[src/core/rsfc_pkg.sv]
// Package with constants and carrier types of the rail sequencing and fault control block.
package rsfc_pkg;
  localparam int unsigned RSFC_CLK_MHZ = 50;
  // Times in microseconds and the cycle counts derived from them.
  localparam int unsigned RSFC_SS_TIME_US = 1500;
  localparam int unsigned RSFC_SEQ_GAP_US = 1000;
  localparam int unsigned RSFC_PWRUP_DCH_US = 100;
  localparam int unsigned RSFC_HICCUP_OFF_US = 5000;
  localparam int unsigned RSFC_SS_CYCLES = RSFC_SS_TIME_US * RSFC_CLK_MHZ;
  localparam int unsigned RSFC_GAP_CYCLES = RSFC_SEQ_GAP_US * RSFC_CLK_MHZ;
  localparam int unsigned RSFC_PWRUP_CYCLES = RSFC_PWRUP_DCH_US * RSFC_CLK_MHZ;
  localparam int unsigned RSFC_HICCUP_CYCLES = RSFC_HICCUP_OFF_US * RSFC_CLK_MHZ;
  localparam int unsigned RSFC_CNT_W = 24;
  // Over-current blanking lengths in switching cycles.
  localparam logic [4:0] RSFC_BLANK_FIRST = 5'h01;
  localparam logic [4:0] RSFC_BLANK_MAX = 5'h10;
  // Register byte offsets.
  localparam logic [7:0] RSFC_OFS_ENABLE = 8'h00;
  localparam logic [7:0] RSFC_OFS_FAULT_STATUS_FIRST = 8'h04;
  localparam logic [7:0] RSFC_OFS_FAULT_STATUS_SECOND = 8'h08;
  localparam logic [7:0] RSFC_OFS_STATE = 8'h0C;
  // Field positions.
  localparam int unsigned RSFC_EN_RAIL_LSB = 0;
  localparam int unsigned RSFC_EN_USB_LSB = 3;
  localparam int unsigned RSFC_ST1_BROWNOUT = 0;
  localparam int unsigned RSFC_ST1_HOT = 1;
  localparam int unsigned RSFC_ST1_TSD = 2;
  localparam int unsigned RSFC_ST1_UNDERVOLTAGE_LOCKOUT = 3;
  localparam int unsigned RSFC_ST2_PGOOD_LSB = 0;
  localparam int unsigned RSFC_ST2_USB_LSB = 3;
  localparam logic [4:0] RSFC_ENABLE_RST = 5'h00;
  localparam logic [3:0] RSFC_FAULT_STATUS_FIRST_RST = 4'h0;
  localparam logic [4:0] RSFC_FAULT_STATUS_SECOND_RST = 5'h00;
  localparam logic [31:0] RSFC_WB_ZERO = 32'h0000_0000;

  // Analogue comparator outputs, all active high.
  typedef struct packed {
    logic main_lt_9v3;
    logic main_gt_10v8;
    logic main_lt_4v7;
    logic reg_lt_4v25;
    logic usb_lt_3v9;
    logic temp_warn;
    logic temp_trip;
    logic temp_cool;
  } rsfc_sense_t;

  typedef enum {RSFC_S_PWRUP, RSFC_S_IDLE, RSFC_S_RAMP, RSFC_S_GAP} rsfc_seq_t;
endpackage

[src/core/rsfc_hiccup.sv]
// Hiccup off-timer that holds one converter off after a shutdown.
`timescale 1ns/1ps
module rsfc_hiccup
  import rsfc_pkg::*;
#(
  parameter int unsigned HICCUP_CYCLES = RSFC_HICCUP_CYCLES
)
(
  input wire logic i_clk,
  input wire logic i_rst_n,
  input wire logic i_trip,
  output logic o_hold_off
);
  logic [RSFC_CNT_W-1:0] cnt_reg;
  localparam logic [RSFC_CNT_W-1:0] LOAD = RSFC_CNT_W'(HICCUP_CYCLES);

  always_ff @(posedge i_clk)
  begin
    if (!i_rst_n)
    begin
      cnt_reg <= '0;
      o_hold_off <= 1'b0;
    end
    else if (i_trip)
    begin
      cnt_reg <= LOAD;
      o_hold_off <= 1'b1;
    end
    else if (cnt_reg != '0)
    begin
      cnt_reg <= cnt_reg - 1'b1;
      o_hold_off <= (cnt_reg != RSFC_CNT_W'(1));
    end
    else
      o_hold_off <= 1'b0;
  end
endmodule

[src/core/rsfc_ocp_blank.sv]
// Cycle-by-cycle over-current blanking for one converter.
`timescale 1ns/1ps
module rsfc_ocp_blank
  import rsfc_pkg::*;
(
  input wire logic i_clk,
  input wire logic i_rst_n,
  input wire logic i_sw_tick,
  input wire logic i_oc,
  output logic o_blank
);
  logic [4:0] cnt_reg;
  logic [4:0] cnt_next;
  logic [4:0] len_reg;
  logic [4:0] len_next;
  wire blanking = (cnt_reg != 5'h00);
  wire [4:0] len_dbl = (len_reg >= RSFC_BLANK_MAX) ? RSFC_BLANK_MAX : {len_reg[3:0], 1'b0};

  // The comparison is sampled only on a driven cycle; a clean cycle restarts the series.
  always_comb
  begin
    cnt_next = cnt_reg;
    len_next = len_reg;
    if (i_sw_tick)
    begin
      if (blanking)
        cnt_next = cnt_reg - 5'h01;
      else if (i_oc)
      begin
        cnt_next = len_reg;
        len_next = len_dbl;
      end
      else
        len_next = RSFC_BLANK_FIRST;
    end
  end

  always_ff @(posedge i_clk)
  begin
    if (!i_rst_n)
    begin
      cnt_reg <= 5'h00;
      len_reg <= RSFC_BLANK_FIRST;
      o_blank <= 1'b0;
    end
    else
    begin
      cnt_reg <= cnt_next;
      len_reg <= len_next;
      o_blank <= (cnt_next != 5'h00);
    end
  end
endmodule

[src/core/rsfc_top.sv]
// Rail sequencing, fault control and register file of the power manager.
//
// The register addresses and the Wishbone interface to the registers were left to the implementer.
`timescale 1ns/1ps
module rsfc_top
  import rsfc_pkg::*;
#(
  parameter int unsigned SS_CYCLES = RSFC_SS_CYCLES,
  parameter int unsigned GAP_CYCLES = RSFC_GAP_CYCLES,
  parameter int unsigned PWRUP_CYCLES = RSFC_PWRUP_CYCLES,
  parameter int unsigned HICCUP_CYCLES = RSFC_HICCUP_CYCLES
)
(
  input wire logic i_clk,
  input wire logic i_rst_n,
  input wire logic i_wb_cyc,
  input wire logic i_wb_stb,
  input wire logic i_wb_we,
  input wire logic [7:0] i_wb_adr,
  input wire logic [3:0] i_wb_sel,
  input wire logic [31:0] i_wb_dat,
  output logic [31:0] o_wb_dat,
  output logic o_wb_ack,
  input wire logic i_bus_mode,
  input wire rsfc_sense_t i_sense,
  input wire logic [2:0] i_rail_enable_input,
  input wire logic [2:0] i_sw_tick,
  input wire logic [2:0] i_rail_oc,
  input wire logic [2:0] i_rail_uv,
  input wire logic [1:0] i_usb_oc,
  input wire logic i_usb1_enable_or_bus_clock,
  input wire logic i_usb2_enable_or_bus_data,
  input wire logic i_usb1_fault_or_vscale_pin,
  output logic o_usb1_fault_or_vscale_pin,
  output logic o_usb1_fault_or_vscale_oe,
  output logic o_usb2_fault_or_irq_pin,
  output logic o_usb2_fault_or_irq_oe,
  output logic o_supply_temp_warning_n,
  output logic o_supply_temp_warning_oe,
  output logic [2:0] o_rail_on,
  output logic [2:0] o_rail_hs_allow,
  output logic o_en_discharge,
  output logic o_ss_charge,
  output logic o_ss_discharge,
  output logic [1:0] o_usb_on,
  output logic o_vscale_active,
  output logic o_irq
);
  localparam logic [RSFC_CNT_W-1:0] SS_LOAD = RSFC_CNT_W'(SS_CYCLES);
  localparam logic [RSFC_CNT_W-1:0] GAP_LOAD = RSFC_CNT_W'(GAP_CYCLES);
  localparam logic [RSFC_CNT_W-1:0] PWRUP_LOAD = RSFC_CNT_W'(PWRUP_CYCLES);

  // Hysteresis latch: set has priority, clear only when the set condition is gone.
  function automatic logic hyst(input logic state, input logic set, input logic clr);
    hyst = set | (state & ~clr);
  endfunction

  // Lowest numbered pending rail, which gives the fixed default order.
  function automatic logic [2:0] first_one(input logic [2:0] req);
    first_one = req[0] ? 3'b001 : (req[1] ? 3'b010 : (req[2] ? 3'b100 : 3'b000));
  endfunction

  rsfc_seq_t state_reg;
  rsfc_seq_t state_next;
  logic [RSFC_CNT_W-1:0] cnt_reg;
  logic [RSFC_CNT_W-1:0] cnt_next;
  logic [2:0] rail_on_reg;
  logic [2:0] rail_on_next;
  logic [4:0] enable_reg;
  logic [3:0] fault_status_first_reg;
  logic [4:0] fault_status_second_reg;
  logic bor_reg;
  logic tsd_reg;
  logic [1:0] usb_on_reg;
  logic [1:0] usb_flag_reg;
  logic warn_reg;
  logic hot_prev_reg;
  logic bor_prev_reg;
  logic tsd_prev_reg;
  logic undervoltage_lockout_prev_reg;
  logic [2:0] pg_prev_reg;
  logic [1:0] usbf_prev_reg;
  logic irq_reg;
  logic [2:0] blank;
  logic [2:0] hold_off;

  // Supply and temperature monitors; independent of any register access.
  wire bor_next = hyst(bor_reg, i_sense.main_lt_9v3, i_sense.main_gt_10v8);
  wire tsd_next = hyst(tsd_reg, i_sense.temp_trip, i_sense.temp_cool);
  wire warn_next = bor_next | i_sense.temp_warn | tsd_next;

  // Lockout decisions.
  wire rail_lock = i_sense.main_lt_4v7
    | (i_sense.reg_lt_4v25 & (rail_on_reg[1] | rail_on_reg[2]));
  wire usb_lock = i_sense.main_lt_9v3
    | (i_sense.usb_lt_3v9 & (usb_on_reg[0] | usb_on_reg[1]));
  wire any_undervoltage_lockout = rail_lock | usb_lock;
  wire all_lock = rail_lock | tsd_reg;
  wire undervoltage_lockout_event = i_bus_mode & any_undervoltage_lockout & ~undervoltage_lockout_prev_reg;
  wire tsd_event = i_bus_mode & tsd_reg & ~tsd_prev_reg;
  wire clr_enables = undervoltage_lockout_event | tsd_event;

  // Enable sources: rail pins always, rail bits only in bus mode; USB takes its bits in bus mode, its pins otherwise.
  wire [2:0] rail_src = i_rail_enable_input
    | (i_bus_mode ? enable_reg[RSFC_EN_RAIL_LSB +: 3] : 3'b000);
  wire [1:0] usb_src = i_bus_mode ? enable_reg[RSFC_EN_USB_LSB +: 2]
    : {i_usb2_enable_or_bus_data, i_usb1_enable_or_bus_clock};
  wire [2:0] rail_req = rail_src & ~hold_off & {3{~all_lock}};
  wire [2:0] pending = rail_req & ~rail_on_reg;
  wire [2:0] pick = first_one(pending);

  // Register access, one cycle per Wishbone request.
  wire wb_req = i_wb_cyc & i_wb_stb & ~o_wb_ack;
  wire wb_wr = wb_req & i_wb_we & i_wb_sel[0] & i_bus_mode;
  wire wb_rd = wb_req & ~i_wb_we;
  wire hit_enable = (i_wb_adr == RSFC_OFS_ENABLE);
  wire hit_st1 = (i_wb_adr == RSFC_OFS_FAULT_STATUS_FIRST);
  wire hit_st2 = (i_wb_adr == RSFC_OFS_FAULT_STATUS_SECOND);
  wire hit_state = (i_wb_adr == RSFC_OFS_STATE);
  wire rd_clr1 = wb_rd & hit_st1 & i_bus_mode;
  wire rd_clr2 = wb_rd & hit_st2 & i_bus_mode;
  wire [31:0] rd_data;
  assign rd_data = hit_enable ? {27'h000_0000, enable_reg}
    : hit_st1 ? {28'h000_0000, fault_status_first_reg}
    : hit_st2 ? {27'h000_0000, fault_status_second_reg}
    : hit_state ? {22'h00_0000, i_bus_mode, warn_reg, tsd_reg, bor_reg, usb_on_reg,
                   state_reg == RSFC_S_RAMP, rail_on_reg}
    : RSFC_WB_ZERO;

  // Fault events for the status registers.
  wire hot_now = i_sense.temp_warn | tsd_reg;
  wire [3:0] st1_set = {undervoltage_lockout_event, tsd_event, hot_now & ~hot_prev_reg,
                        bor_reg & ~bor_prev_reg};
  wire [2:0] pg_fault = i_rail_uv & rail_on_reg;
  wire [4:0] st2_set = {i_usb_oc & ~usbf_prev_reg, pg_fault & ~pg_prev_reg};
  // Set wins over the read clear so that an event in the read cycle survives.
  wire [3:0] fault_status_first_next = st1_set | (rd_clr1 ? 4'h0 : fault_status_first_reg);
  wire [4:0] fault_status_second_next = st2_set | (rd_clr2 ? 5'h00 : fault_status_second_reg);

  wire [4:0] enable_wr = wb_wr & hit_enable ? i_wb_dat[4:0] : enable_reg;
  // A lockout clear beats a write in the same cycle: the safe side wins.
  wire [4:0] enable_next = clr_enables ? RSFC_ENABLE_RST : enable_wr;

  // Over-current blanking and hiccup per converter.
  genvar g;
  generate
    for (g = 0; g < 3; g++)
    begin : g_rail
      rsfc_ocp_blank u_blank
      (
        .i_clk(i_clk),
        .i_rst_n(i_rst_n),
        .i_sw_tick(i_sw_tick[g] & rail_on_reg[g]),
        .i_oc(i_rail_oc[g]),
        .o_blank(blank[g])
      );
      rsfc_hiccup #(.HICCUP_CYCLES(HICCUP_CYCLES)) u_hiccup
      (
        .i_clk(i_clk),
        .i_rst_n(i_rst_n),
        .i_trip(pg_fault[g]),
        .o_hold_off(hold_off[g])
      );
    end
  endgenerate

  // Start sequencer sharing one soft-start ramp among the three rails.
  always_comb
  begin
    state_next = state_reg;
    cnt_next = cnt_reg;
    rail_on_next = rail_on_reg & rail_req;
    case (state_reg)
      RSFC_S_PWRUP:
      begin
        if (cnt_reg == '0)
          state_next = RSFC_S_IDLE;
        else
          cnt_next = cnt_reg - 1'b1;
      end
      RSFC_S_IDLE:
      begin
        if (pick != 3'b000)
        begin
          rail_on_next = rail_on_next | pick;
          state_next = RSFC_S_RAMP;
          cnt_next = SS_LOAD;
        end
      end
      RSFC_S_RAMP:
      begin
        if (cnt_reg == '0)
        begin
          state_next = RSFC_S_GAP;
          cnt_next = GAP_LOAD;
        end
        else
          cnt_next = cnt_reg - 1'b1;
      end
      RSFC_S_GAP:
      begin
        if (cnt_reg == '0)
          state_next = RSFC_S_IDLE;
        else
          cnt_next = cnt_reg - 1'b1;
      end
      default:
        state_next = RSFC_S_IDLE;
    endcase
    // Lockout discharges the enables and restarts the sequence from the top.
    if (all_lock)
    begin
      state_next = RSFC_S_IDLE;
      cnt_next = '0;
    end
  end

  always_ff @(posedge i_clk)
  begin
    if (!i_rst_n)
    begin
      state_reg <= RSFC_S_PWRUP;
      cnt_reg <= PWRUP_LOAD;
      rail_on_reg <= 3'b000;
    end
    else
    begin
      state_reg <= state_next;
      cnt_reg <= cnt_next;
      rail_on_reg <= rail_on_next;
    end
  end

  always_ff @(posedge i_clk)
  begin
    if (!i_rst_n)
    begin
      enable_reg <= RSFC_ENABLE_RST;
      fault_status_first_reg <= RSFC_FAULT_STATUS_FIRST_RST;
      fault_status_second_reg <= RSFC_FAULT_STATUS_SECOND_RST;
    end
    else
    begin
      enable_reg <= enable_next;
      fault_status_first_reg <= fault_status_first_next;
      fault_status_second_reg <= fault_status_second_next;
    end
  end

  always_ff @(posedge i_clk)
  begin
    if (!i_rst_n)
    begin
      bor_reg <= 1'b0;
      tsd_reg <= 1'b0;
      warn_reg <= 1'b0;
      hot_prev_reg <= 1'b0;
      bor_prev_reg <= 1'b0;
      tsd_prev_reg <= 1'b0;
      undervoltage_lockout_prev_reg <= 1'b0;
      pg_prev_reg <= 3'b000;
      usbf_prev_reg <= 2'b00;
    end
    else
    begin
      bor_reg <= bor_next;
      tsd_reg <= tsd_next;
      warn_reg <= warn_next;
      hot_prev_reg <= hot_now;
      bor_prev_reg <= bor_reg;
      tsd_prev_reg <= tsd_reg;
      undervoltage_lockout_prev_reg <= any_undervoltage_lockout;
      pg_prev_reg <= pg_fault;
      usbf_prev_reg <= i_usb_oc;
    end
  end

  always_ff @(posedge i_clk)
  begin
    if (!i_rst_n)
    begin
      usb_on_reg <= 2'b00;
      usb_flag_reg <= 2'b00;
      irq_reg <= 1'b0;
    end
    else
    begin
      usb_on_reg <= usb_src & {2{~usb_lock & ~tsd_reg}};
      usb_flag_reg <= i_usb_oc & usb_on_reg;
      irq_reg <= i_bus_mode & ((|fault_status_first_next) | (|fault_status_second_next));
    end
  end

  always_ff @(posedge i_clk)
  begin
    if (!i_rst_n)
    begin
      o_wb_ack <= 1'b0;
      o_wb_dat <= RSFC_WB_ZERO;
    end
    else
    begin
      o_wb_ack <= wb_req;
      o_wb_dat <= wb_rd ? rd_data : RSFC_WB_ZERO;
    end
  end

  // Pin outputs.
  assign o_rail_on = rail_on_reg;
  assign o_rail_hs_allow = rail_on_reg & ~blank;
  assign o_en_discharge = (state_reg == RSFC_S_PWRUP) | all_lock;
  assign o_ss_charge = (state_reg == RSFC_S_RAMP);
  assign o_ss_discharge = (state_reg != RSFC_S_RAMP);
  assign o_usb_on = usb_on_reg;
  assign o_irq = irq_reg;
  assign o_supply_temp_warning_n = 1'b0;
  assign o_supply_temp_warning_oe = warn_reg;
  // In bus mode the second flag pin becomes a pushed, active-high interrupt.
  assign o_usb2_fault_or_irq_pin = i_bus_mode & irq_reg;
  assign o_usb2_fault_or_irq_oe = i_bus_mode | usb_flag_reg[1];
  assign o_usb1_fault_or_vscale_pin = 1'b0;
  assign o_usb1_fault_or_vscale_oe = ~i_bus_mode & usb_flag_reg[0];
  assign o_vscale_active = i_bus_mode & i_usb1_fault_or_vscale_pin;
endmodule

[config.mk]
export PLATFORM = sky130hd
export DESIGN_NAME = rsfc_top
export DESIGN_NICKNAME = d
export VERILOG_FILES = /design/src/core/rsfc_pkg.sv /design/src/core/rsfc_hiccup.sv /design/src/core/rsfc_ocp_blank.sv /design/src/core/rsfc_top.sv
export SDC_FILE = /design/constraint.sdc
export NUM_CORES = 1
export LEC_CHECK = 0
export BUFFER_PORTS_ARGS = -buffer_cell sky130_fd_sc_hd__clkbuf_2
export CAP_MARGIN = 15
export CORE_MARGIN = 2
export CORE_UTILIZATION = 27
export DETAILED_ROUTE_END_ITERATION = 7
export PLACE_DENSITY = 0.51
export SLEW_MARGIN = 20
export SYNTH_ARGS = -nofsm -noshare
export SYNTH_HDL_FRONTEND = slang
export SYNTH_SLANG_ARGS = --single-unit
[constraint.sdc]
create_clock -name i_clk -period 3.3 [get_ports i_clk]
set_clock_uncertainty 0.15 [all_clocks]
set_input_delay 0.66 -clock i_clk [delete_from_list [all_inputs] [get_ports i_clk]]
set_output_delay 0.66 -clock i_clk [all_outputs]
set_load 0.1 [all_outputs]
# Word-level counts from Yosys, hierarchy flattened
# Index checks and enable logic that the tools add are counted.
# Widths: inputs -> output; s select.
totals:
  register_bits: 231
  latchBits: 0
  mem_bits_rw: 0
  mem_bits_ro: 0
  in_bits: 75
  output_inout_bits: 52
  word_cells: 239
  memories: 0
classes:
  add_sub_neg: 7
  mul: 0
  div_mod_pow: 0
  order_cmp: 3
  eq_ne: 19
  shift: 0
  muxes: 50
  n_bitwise: 81
  reduce_logical: 37
ops:
  columns: ["op", "count"]
  rows:
  - ["$mux 18", 6]
  - ["$mux 5", 20]
  - ["$mux 32", 3]
  - ["$pmux 32 s3", 1]
  - ["$sub 24x1->24 const B", 4]
  - ["$mux 24", 3]
  - ["$ne 24x1->1 const B", 3]
  - ["$pmux 24 s3", 1]
  - ["$reduce_bool 24->1", 3]
  - ["$eq 32x2->1 const B", 2]
  - ["$logic_not 32->1", 2]
  - ["$eq 32x1->1 const B", 1]
  - ["$eq 32x3->1 const B", 1]
  - ["$ne 32x3->1 const B", 1]
  - ["$reduce_bool 5->1", 6]
  - ["$and 1x1->1", 29]
  - ["$logic_not 24->1", 1]
  - ["$and 3x3->3", 7]
  - ["$mux 3", 6]
  - ["$not 1->1", 18]
  - ["$eq 8x4->1 const B", 2]
  - ["$ge 5x5->1 const B", 3]
  - ["$or 1x1->1", 15]
  - ["$sub 5x1->5 const B", 3]
  - ["25 further kinds", 56]

# Logic depth before layout (Yosys ltp)
# Gate-level depths: netlist of run 1.
logic_depth:
  ltp_word: 14
  ltp_mapped: 9
  ltp_nobuf: 8

# Cells and area by module
# A second synthesis of run 1 with hierarchy kept.
hier_totals:
  hier_cells: 1079
  hier_area_um2: 9100.0
by_module_without_submodules:
  columns: ["module", "n_inst", "cells_each", "area_each_um2", "seq_area_each_um2"]
  rows:
  - ["rsfc_hiccup", 3, 153, 1301.2, 500.5]
  - ["rsfc_top", 1, 428, 3537.1, 1421.4]
  - ["rsfc_ocp_blank", 3, 64, 553.0, 220.2]

# Worst setup path after synthesis of run 1
# OpenSTA, ideal clock, no wires.
synth_path:
  path_kind: "reg2out"
  from: "register rail_on_reg[2] (netlist: o_rail_on[2])"
  to: "output o_rail_hs_allow[2]"
  t_arrival_ps: 2478
  required_time_ps: 2490
  path_slack_ps: 12
  stages_incl_launch_ff: 2
  path_buffers: 0
  cell_sequence: "dfxtp_1 nor2b_1"
synth_between:
  elab_chain_len: 1
synth_rtl:
  columns: ["item", "line", "rtl"]
  rows:
  - ["from (decl)", "rsfc_top.sv:67", "logic [2:0] rail_on_reg;"]
  - ["from (signal assigned)", "rsfc_top.sv:230", "rail_on_reg <= rail_on_next;"]
  - ["$and 3x3->3", "rsfc_top.sv:310", "assign o_rail_hs_allow = rail_on_reg & ~blank;"]
  - ["to (decl)", "rsfc_top.sv:41", "output logic [2:0] o_rail_hs_allow,"]
# Every way passes these cells.

# Final worst setup path of run 1
layout_path:
  from: "register cnt_reg[16]"
  to: "register cnt_reg[15]"
layout_between:
  elab_chain_len: 3
  word_cells_on_any_way: 5
  cone_classes: "eq/ne: 1; mux: 2; reduce/logical: 2"
layout_rtl:
  columns: ["item", "line", "rtl"]
  rows:
  - ["from (decl)", "rsfc_top.sv:65", "logic [RSFC_CNT_W-1:0] cnt_reg;"]
  - ["from (signal assigned)", "rsfc_top.sv:229", "cnt_reg <= cnt_next;"]
  - ["$logic_not 24->1 (*)", "rsfc_top.sv:176, rsfc_top.sv:192, rsfc_top.sv:202", null]
  - ["$mux 24 or $ne 2x2->1 (tied branches)", null, null]
  - ["$pmux 24 s3 or $reduce_and 3->1 (tied branches)", null, null]
# Mark *: on every way between the ends. The rest lies on a longest branch, timed or not.
# A chain may end at the register's enable or synchronous reset.

==> results of run 1 <==
worst paths after layout:
path	from	to	slack, ns	cells past startpoint
hold reg to reg	g_rail[1].u_hiccup.o_hold_off	o_rail_on[1]	0.26	1
hold / removal	g_rail[1].u_hiccup.o_hold_off	o_rail_on[1]	0.26	1
setup / recovery	cnt_reg[16]	cnt_reg[15]	0.46	6
setup reg to reg	cnt_reg[16]	cnt_reg[15]	0.46	6
critical path, delay by kind of cell, from the launching register on:
kind	cells	cell delay (ns)
compound gates	2	0.32
simple gates	4	1.90
flops	1	0.35
cell families after synthesis:
kind of cell             Yosys count  share of synthesized area
adder cells (fa/ha/maj)           17                     0.0247
flip-flops                       179                      0.416
XOR/XNOR                          74                     0.0752
AND/OR/NAND/NOR                  485                      0.287
multiplexers                      20                     0.0234
other                              1                   0.000435
AO/OA/AOI/OAI                    174                      0.125
buffers and inverters             84                     0.0474
cell usage after synthesis, drive strengths merged, types with 2 or more instances:
library cell and instances:
o22ai 6, nand4b 4, or2 4, o41a 2, nor2 160, nor4b 7
nor4 39, dfxtp 179, nor3 34, nor2b 13, o31ai 8, buf 27
and2 24, nand2 84, xor2 36, xnor2 38, a211oi 7, or3 13
nor3b 5, or3b 2, and3 4, nand3b 8, mux2i 19, nand4 8
or4 22, o21ai 27, nand2b 6, o221ai 3, a21oi 77, o211ai 2
o31a 4, or4b 6, a2bb2oi 3, o21a 3, nand3 38, a221oi 5
a21o 3, a31oi 11, clkbuf 31, ha 17, inv 26
final cells by class:
cell class | instances | area, um2 | share of cell area
clock inverters | 14 | 146 | 0.0146
flip-flops and latches | 179 | 3580 | 0.358
clock buffers | 18 | 439 | 0.0439
repair buffers | 93 | 518 | 0.0518
multi-input cells | 794 | 4710 | 0.471
inverters | 26 | 97.6 | 0.00976
well taps | 402 | 503 | 0.0503
metal layers:
metal | vias up | global-route usage | wire length [um]
met1 | 3463 | 0.171 | 10400
li1 | 3769 | - | -
met5 | - | 0 | 0
met2 | 147 | 0.209 | 9550
met3 | 19 | 0.0263 | 913
met4 | 0 | 0.0387 | 342
power by group:
part           switching [W]  internal (W)
sequential          0.000392       0.00257
combinational        0.00190       0.00138
clock               0.000925       0.00108
total                0.00322       0.00504
through the flow:
stage | setup WS (ns) | area, um2
global placement | 0.433 | 9410
floorplan | 0.0117 | 8700
finish | 0.465 | 10000
detailed placement | 0.421 | 9410
global route | 0.329 | 10000
CTS | 0.465 | 10000
==> impl_metrics.env, run 1 <==
export IMPL_outcome="completed"
export IMPL_synthesis_area_um2=8610
export IMPL_diodes=0
export IMPL_nets=1203
export IMPL_drive_gt1_frac=0.124
export IMPL_cp_max_fo=11
export IMPL_relSlewSlack=0.532
export IMPL_gp_congestion=0.817
export IMPL_setup_violations=0
export IMPL_cts_tree="done"
export IMPL_path_cells="or4_1 > or4_1 > nor2_1 > or2_1 > a21oi_1 > o221a_1"
export IMPL_synth_cells=1034
export IMPL_grt_overflow=0
export IMPL_initial_core_util=0.274
export IMPL_grt_max_degree=42
export IMPL_largest_reg_flops=72
export IMPL_drc_errors=0
export IMPL_max_vdd_ir_drop_v=0.000393
export IMPL_drt_initial_drc_count=537
export IMPL_die_x_um=183
export IMPL_power_total_w=0.00826
export IMPL_holdWs_ns=0.258
export IMPL_clock_sinks=179
export IMPL_cts_inserted_buffers=17
export IMPL_post_route_period_util=0.859
export IMPL_hpwl_um=15500
export IMPL_grt_pass1_wl_um=34900
export IMPL_avgSynthCellArea_um2=8.33
export IMPL_critPathArrivalTime_ns=3.00
export IMPL_io_pins=127
export IMPL_setup_tns_ns=0
export IMPL_worst_setup_path_type="reg2reg"
export IMPL_synth_seq_area_share=0.416
export IMPL_rows=65
export IMPL_power_density_nw_per_um2=826
export IMPL_crit_slowest_cell="or4_1"
export IMPL_avgRoutedWirePerCell_um=13.9
export IMPL_async_flop_share=0
export IMPL_cts_buffer_depth=2
export IMPL_fillers=3322
export IMPL_yosysTopAreaCellShare=0.416
export IMPL_viasPerCell=4.85
export IMPL_leakage_nw=3.97
export IMPL_fmax_mhz=353
export IMPL_synth_main_ff_cell="dfxtp_1"
export IMPL_fin_crit_ns=2.84
export IMPL_yosysWarnings=0
export IMPL_synth_cell_type_count=73
export IMPL_yosysTopAreaCell="dfxtp_1"
export IMPL_grt_pass1_vias=6824
export IMPL_cp_data_required_time_ns=3.47
export IMPL_slowest_delay_ns=0.67
export IMPL_grt_setup_unrepaired="false"
export IMPL_totalWireLength_um=21200
export IMPL_final_common_cell="dfxtp_1"
export IMPL_ant_nets=0
export IMPL_worstHoldPathType="reg2reg"
export IMPL_hold_viol_final=0
export IMPL_clkTransAtPathRegs_ns=0.07
export IMPL_tightest_slew_ns=0.696
export IMPL_antenna_found_initial=0
export IMPL_utilization=0.318
export IMPL_first_pass_iters=5
export IMPL_final_max_slew_viol_count=0
export IMPL_layout_common_cells="dfxtp_1, nor2_1, nand2_1, a21oi_1, clkbuf_2"
export IMPL_maxCapViolations=0
export IMPL_die_h_um=183
export IMPL_synth_edf_count=0
export IMPL_die_area_um2=33300
export IMPL_worstSkewPairLatency_ns=0.43
export IMPL_htree_levels=4
export IMPL_portBuffers=72
export IMPL_final_cells=1526
export IMPL_coreArea_um2=31500
export IMPL_placed_cells=1494
export IMPL_hold_buffers=0
export IMPL_cts_root_buf="clkbuf_16"
export IMPL_crit_top_cell="or4_1"
export IMPL_start_kind="register"
export IMPL_vias=7398
export IMPL_track_usage=0.129
export IMPL_cts_resized=0
export IMPL_post_cts_buffers=0
export IMPL_cp_end_kind="register"
export IMPL_synth_area_leaders="dfxtp_1, nor2_1, a21oi_1, xnor2_1, nand2_1"
export IMPL_area_growth_pct=16.1
export IMPL_synth_seq_cells=179
Note: power is estimated with default switching activity, not from simulation.
==> inputs of run 2 (changes only) <==
--- a/config.mk
+++ b/config.mk
@@ -7,10 +7,12 @@
 export LEC_CHECK = 0
 export BUFFER_PORTS_ARGS = -buffer_cell sky130_fd_sc_hd__clkbuf_2
 export CAP_MARGIN = 15
+export CELL_PAD_IN_SITES_DETAIL_PLACEMENT = 0
+export CELL_PAD_IN_SITES_GLOBAL_PLACEMENT = 1
 export CORE_MARGIN = 2
 export CORE_UTILIZATION = 27
 export DETAILED_ROUTE_END_ITERATION = 7
-export PLACE_DENSITY = 0.51
+export PLACE_DENSITY = 0.62
 export SLEW_MARGIN = 20
 export SYNTH_ARGS = -nofsm -noshare
 export SYNTH_HDL_FRONTEND = slang
==> constraint.sdc (replaced) <==
create_clock -name i_clk -period 3.6 [get_ports i_clk]
set_clock_uncertainty 0.15 [all_clocks]
set_input_delay 0.72 -clock i_clk [delete_from_list [all_inputs] [get_ports i_clk]]
set_output_delay 0.72 -clock i_clk [all_outputs]
set_load 0.1 [all_outputs]
==> impl_metrics.env, run 2 (same netlist as run 1, synthesis figures left out) <==
export IMPL_totalWireLength_um=21700
export IMPL_cts_tree="done"
export IMPL_post_cts_buffers=0
export IMPL_switching_share=0.385
export IMPL_clkPwrFrac=0.253
export IMPL_final_max_slew_viol_count=0
export IMPL_vias=7307
export IMPL_placed_cells=1487
export IMPL_clkTransAtPathRegs_ns=0.07
export IMPL_setup_tns_ns=0
export IMPL_crit_family="flip-flops"
export IMPL_initial_core_util=0.274
export IMPL_die_x_um=183
export IMPL_place_area_um2=9360
export IMPL_cp_data_required_time_ns=2.73
export IMPL_worstSkewPairLatency_ns=0.43
export IMPL_grt_overflow=0
export IMPL_setup_violations=0
export IMPL_leakage_nw=3.94
export IMPL_power_density_nw_per_um2=765
export IMPL_critPathArrivalTime_ns=1.98
export IMPL_share_comb_of_total_power=0.390
export IMPL_ant_nets=0
export IMPL_avgRoutedWirePerCell_um=14.3
export IMPL_cts_inserted_buffers=17
export IMPL_nets=1196
export IMPL_final_cells=1519
export IMPL_htree_levels=4
export IMPL_crit_slowest_cell="dfxtp_1"
export IMPL_viasPerCell=4.81
export IMPL_track_usage=0.133
export IMPL_path_depth=4
export IMPL_cts_resized=0
export IMPL_hold_buffers=0
export IMPL_first_pass_iters=4
export IMPL_cts_buffer_depth=2
export IMPL_design_area_um2=9960
export IMPL_clock_sinks=179
export IMPL_die_h_um=183
export IMPL_cp_end_kind="output port"
export IMPL_area_growth_pct=15.6
export IMPL_gp_congestion=0.792
export IMPL_drive_gt1_frac=0.116
export IMPL_grt_max_degree=29
export IMPL_crit_reg2reg_capture="g_rail[2].u_hiccup.cnt_reg[20]"
export IMPL_cts_root_buf="clkbuf_16"
export IMPL_io_pins=127
export IMPL_post_route_period_util=0.791
export IMPL_outcome="completed"
export IMPL_antenna_found_initial=0
export IMPL_endpoint="o_en_discharge"
export IMPL_final_common_cell="dfxtp_1"
export IMPL_worstHoldPathType="reg2reg"
export IMPL_slowest_delay_ns=0.67
export IMPL_grt_setup_unrepaired="false"
export IMPL_coreArea_um2=31500
export IMPL_p_seq_frac=0.357
export IMPL_switchingPower_w=0.00294
export IMPL_cp_max_fo=9
export IMPL_drt_initial_drc_count=386
export IMPL_largest_reg_flops=72
export IMPL_fmax_mhz=351
export IMPL_grt_pass1_vias=6944
export IMPL_maxCapViolations=0
export IMPL_p_int_w=0.00469
export IMPL_worst_setup_path_type="reg2out"
export IMPL_drc_errors=0
export IMPL_worstSetupStartpoint="o_rail_on[2]"
export IMPL_portBuffers=72
export IMPL_r2r_slack_ns=0.80
export IMPL_die_area_um2=33300
export IMPL_path_cells="o21a_1 > nor3_1 > nand2b_1 > clkbuf_2"
export IMPL_reg2reg_from="g_rail[2].u_hiccup.cnt_reg[8]"
export IMPL_ff2ff_path_depth=6
export IMPL_relSlewSlack=0.487
export IMPL_fin_crit_ns=2.85
export IMPL_hpwl_um=15700
export IMPL_max_vdd_ir_drop_v=0.000430
export IMPL_power_total_w=0.00762
export IMPL_start_kind="register"
export IMPL_crit_buf_inv=1
export IMPL_hold_viol_final=0
export IMPL_layout_common_cells="dfxtp_1, nor2_1, nand2_1, a21oi_1, clkbuf_2"
export IMPL_diodes=0
export IMPL_tightest_slew_ns=0.759
export IMPL_grt_pass1_wl_um=36000
export IMPL_rows=65
==> run 2: changes by cell type in the layout (fill, tap and decap cells not counted) <==
cell / before / now
bufinv_16: 1 / 3
clkinv_4: 3 / 1
clkbuf_1: 0 / 2
clkinv_8: 1 / 0
inv_8: 1 / 0
inv_6: 4 / 1
buf_4: 21 / 14
clkinvlp_4: 3 / 5
clkinv_2: 1 / 2
==> run 2: routing by layer <==
| layer | track usage | vias to the layer above | share of wire |
|---|---|---|---|
| li1 | - | 3759 | - |
| met1 | 0.185 | 3437 | 0.51 |
| met2 | 0.209 | 95 | 0.46 |
| met3 | 0.0247 | 16 | 0.028 |
| met4 | 0.0355 | 0 | 0.0095 |
| met5 | 0 | - | 0 |
==> run 2: worst min path at each step <==
stage                                             start           end  cells after the start
after floorplan           g_rail[2].u_hiccup.o_hold_off  o_rail_on[2]                      1
after global routing      g_rail[1].u_hiccup.o_hold_off  o_rail_on[1]                      1
after CTS                 g_rail[1].u_hiccup.o_hold_off  o_rail_on[1]                      1
final                     g_rail[1].u_hiccup.o_hold_off  o_rail_on[1]                      1
after detailed placement  g_rail[1].u_hiccup.o_hold_off  o_rail_on[1]                      1
after global placement    g_rail[1].u_hiccup.o_hold_off  o_rail_on[1]                      1
==> run 2: final cells by class <==
class                           instances  area [um2]
Clock buffer                           20         447
Timing Repair Buffer                   86         465
Inverter                               26        97.6
Sequential cell                       179        3580
Multi-Input combinational cell        794        4710
Fill cell                            3405       21500
Tap cell                              402         503
Clock inverter                         12         155
==> run 2: power by group through the flow <==
stage	Sequential (W)	Combinational, W	Clock (W)
after floorplan	0.00270	0.00241	0
after global placement	0.00276	0.00295	0
after detailed placement	0.00276	0.00297	0
after CTS	0.00272	0.00299	0.00198
after global routing	0.00279	0.00336	0.00205
final	0.00272	0.00297	0.00193
==> run 2: metrics by stage <==
step / hold slack [ns] / setup slack [ns] / util
final: 0.264 / 0.753 / 0.316
after detailed placement: 0.257 / 0.614 / 0.297
after global placement: 0.253 / 0.585 / 0.297
after floorplan: 0.243 / 0.252 / -
after global routing: 0.284 / 0.567 / 0.316
after CTS: 0.268 / 0.678 / 0.316
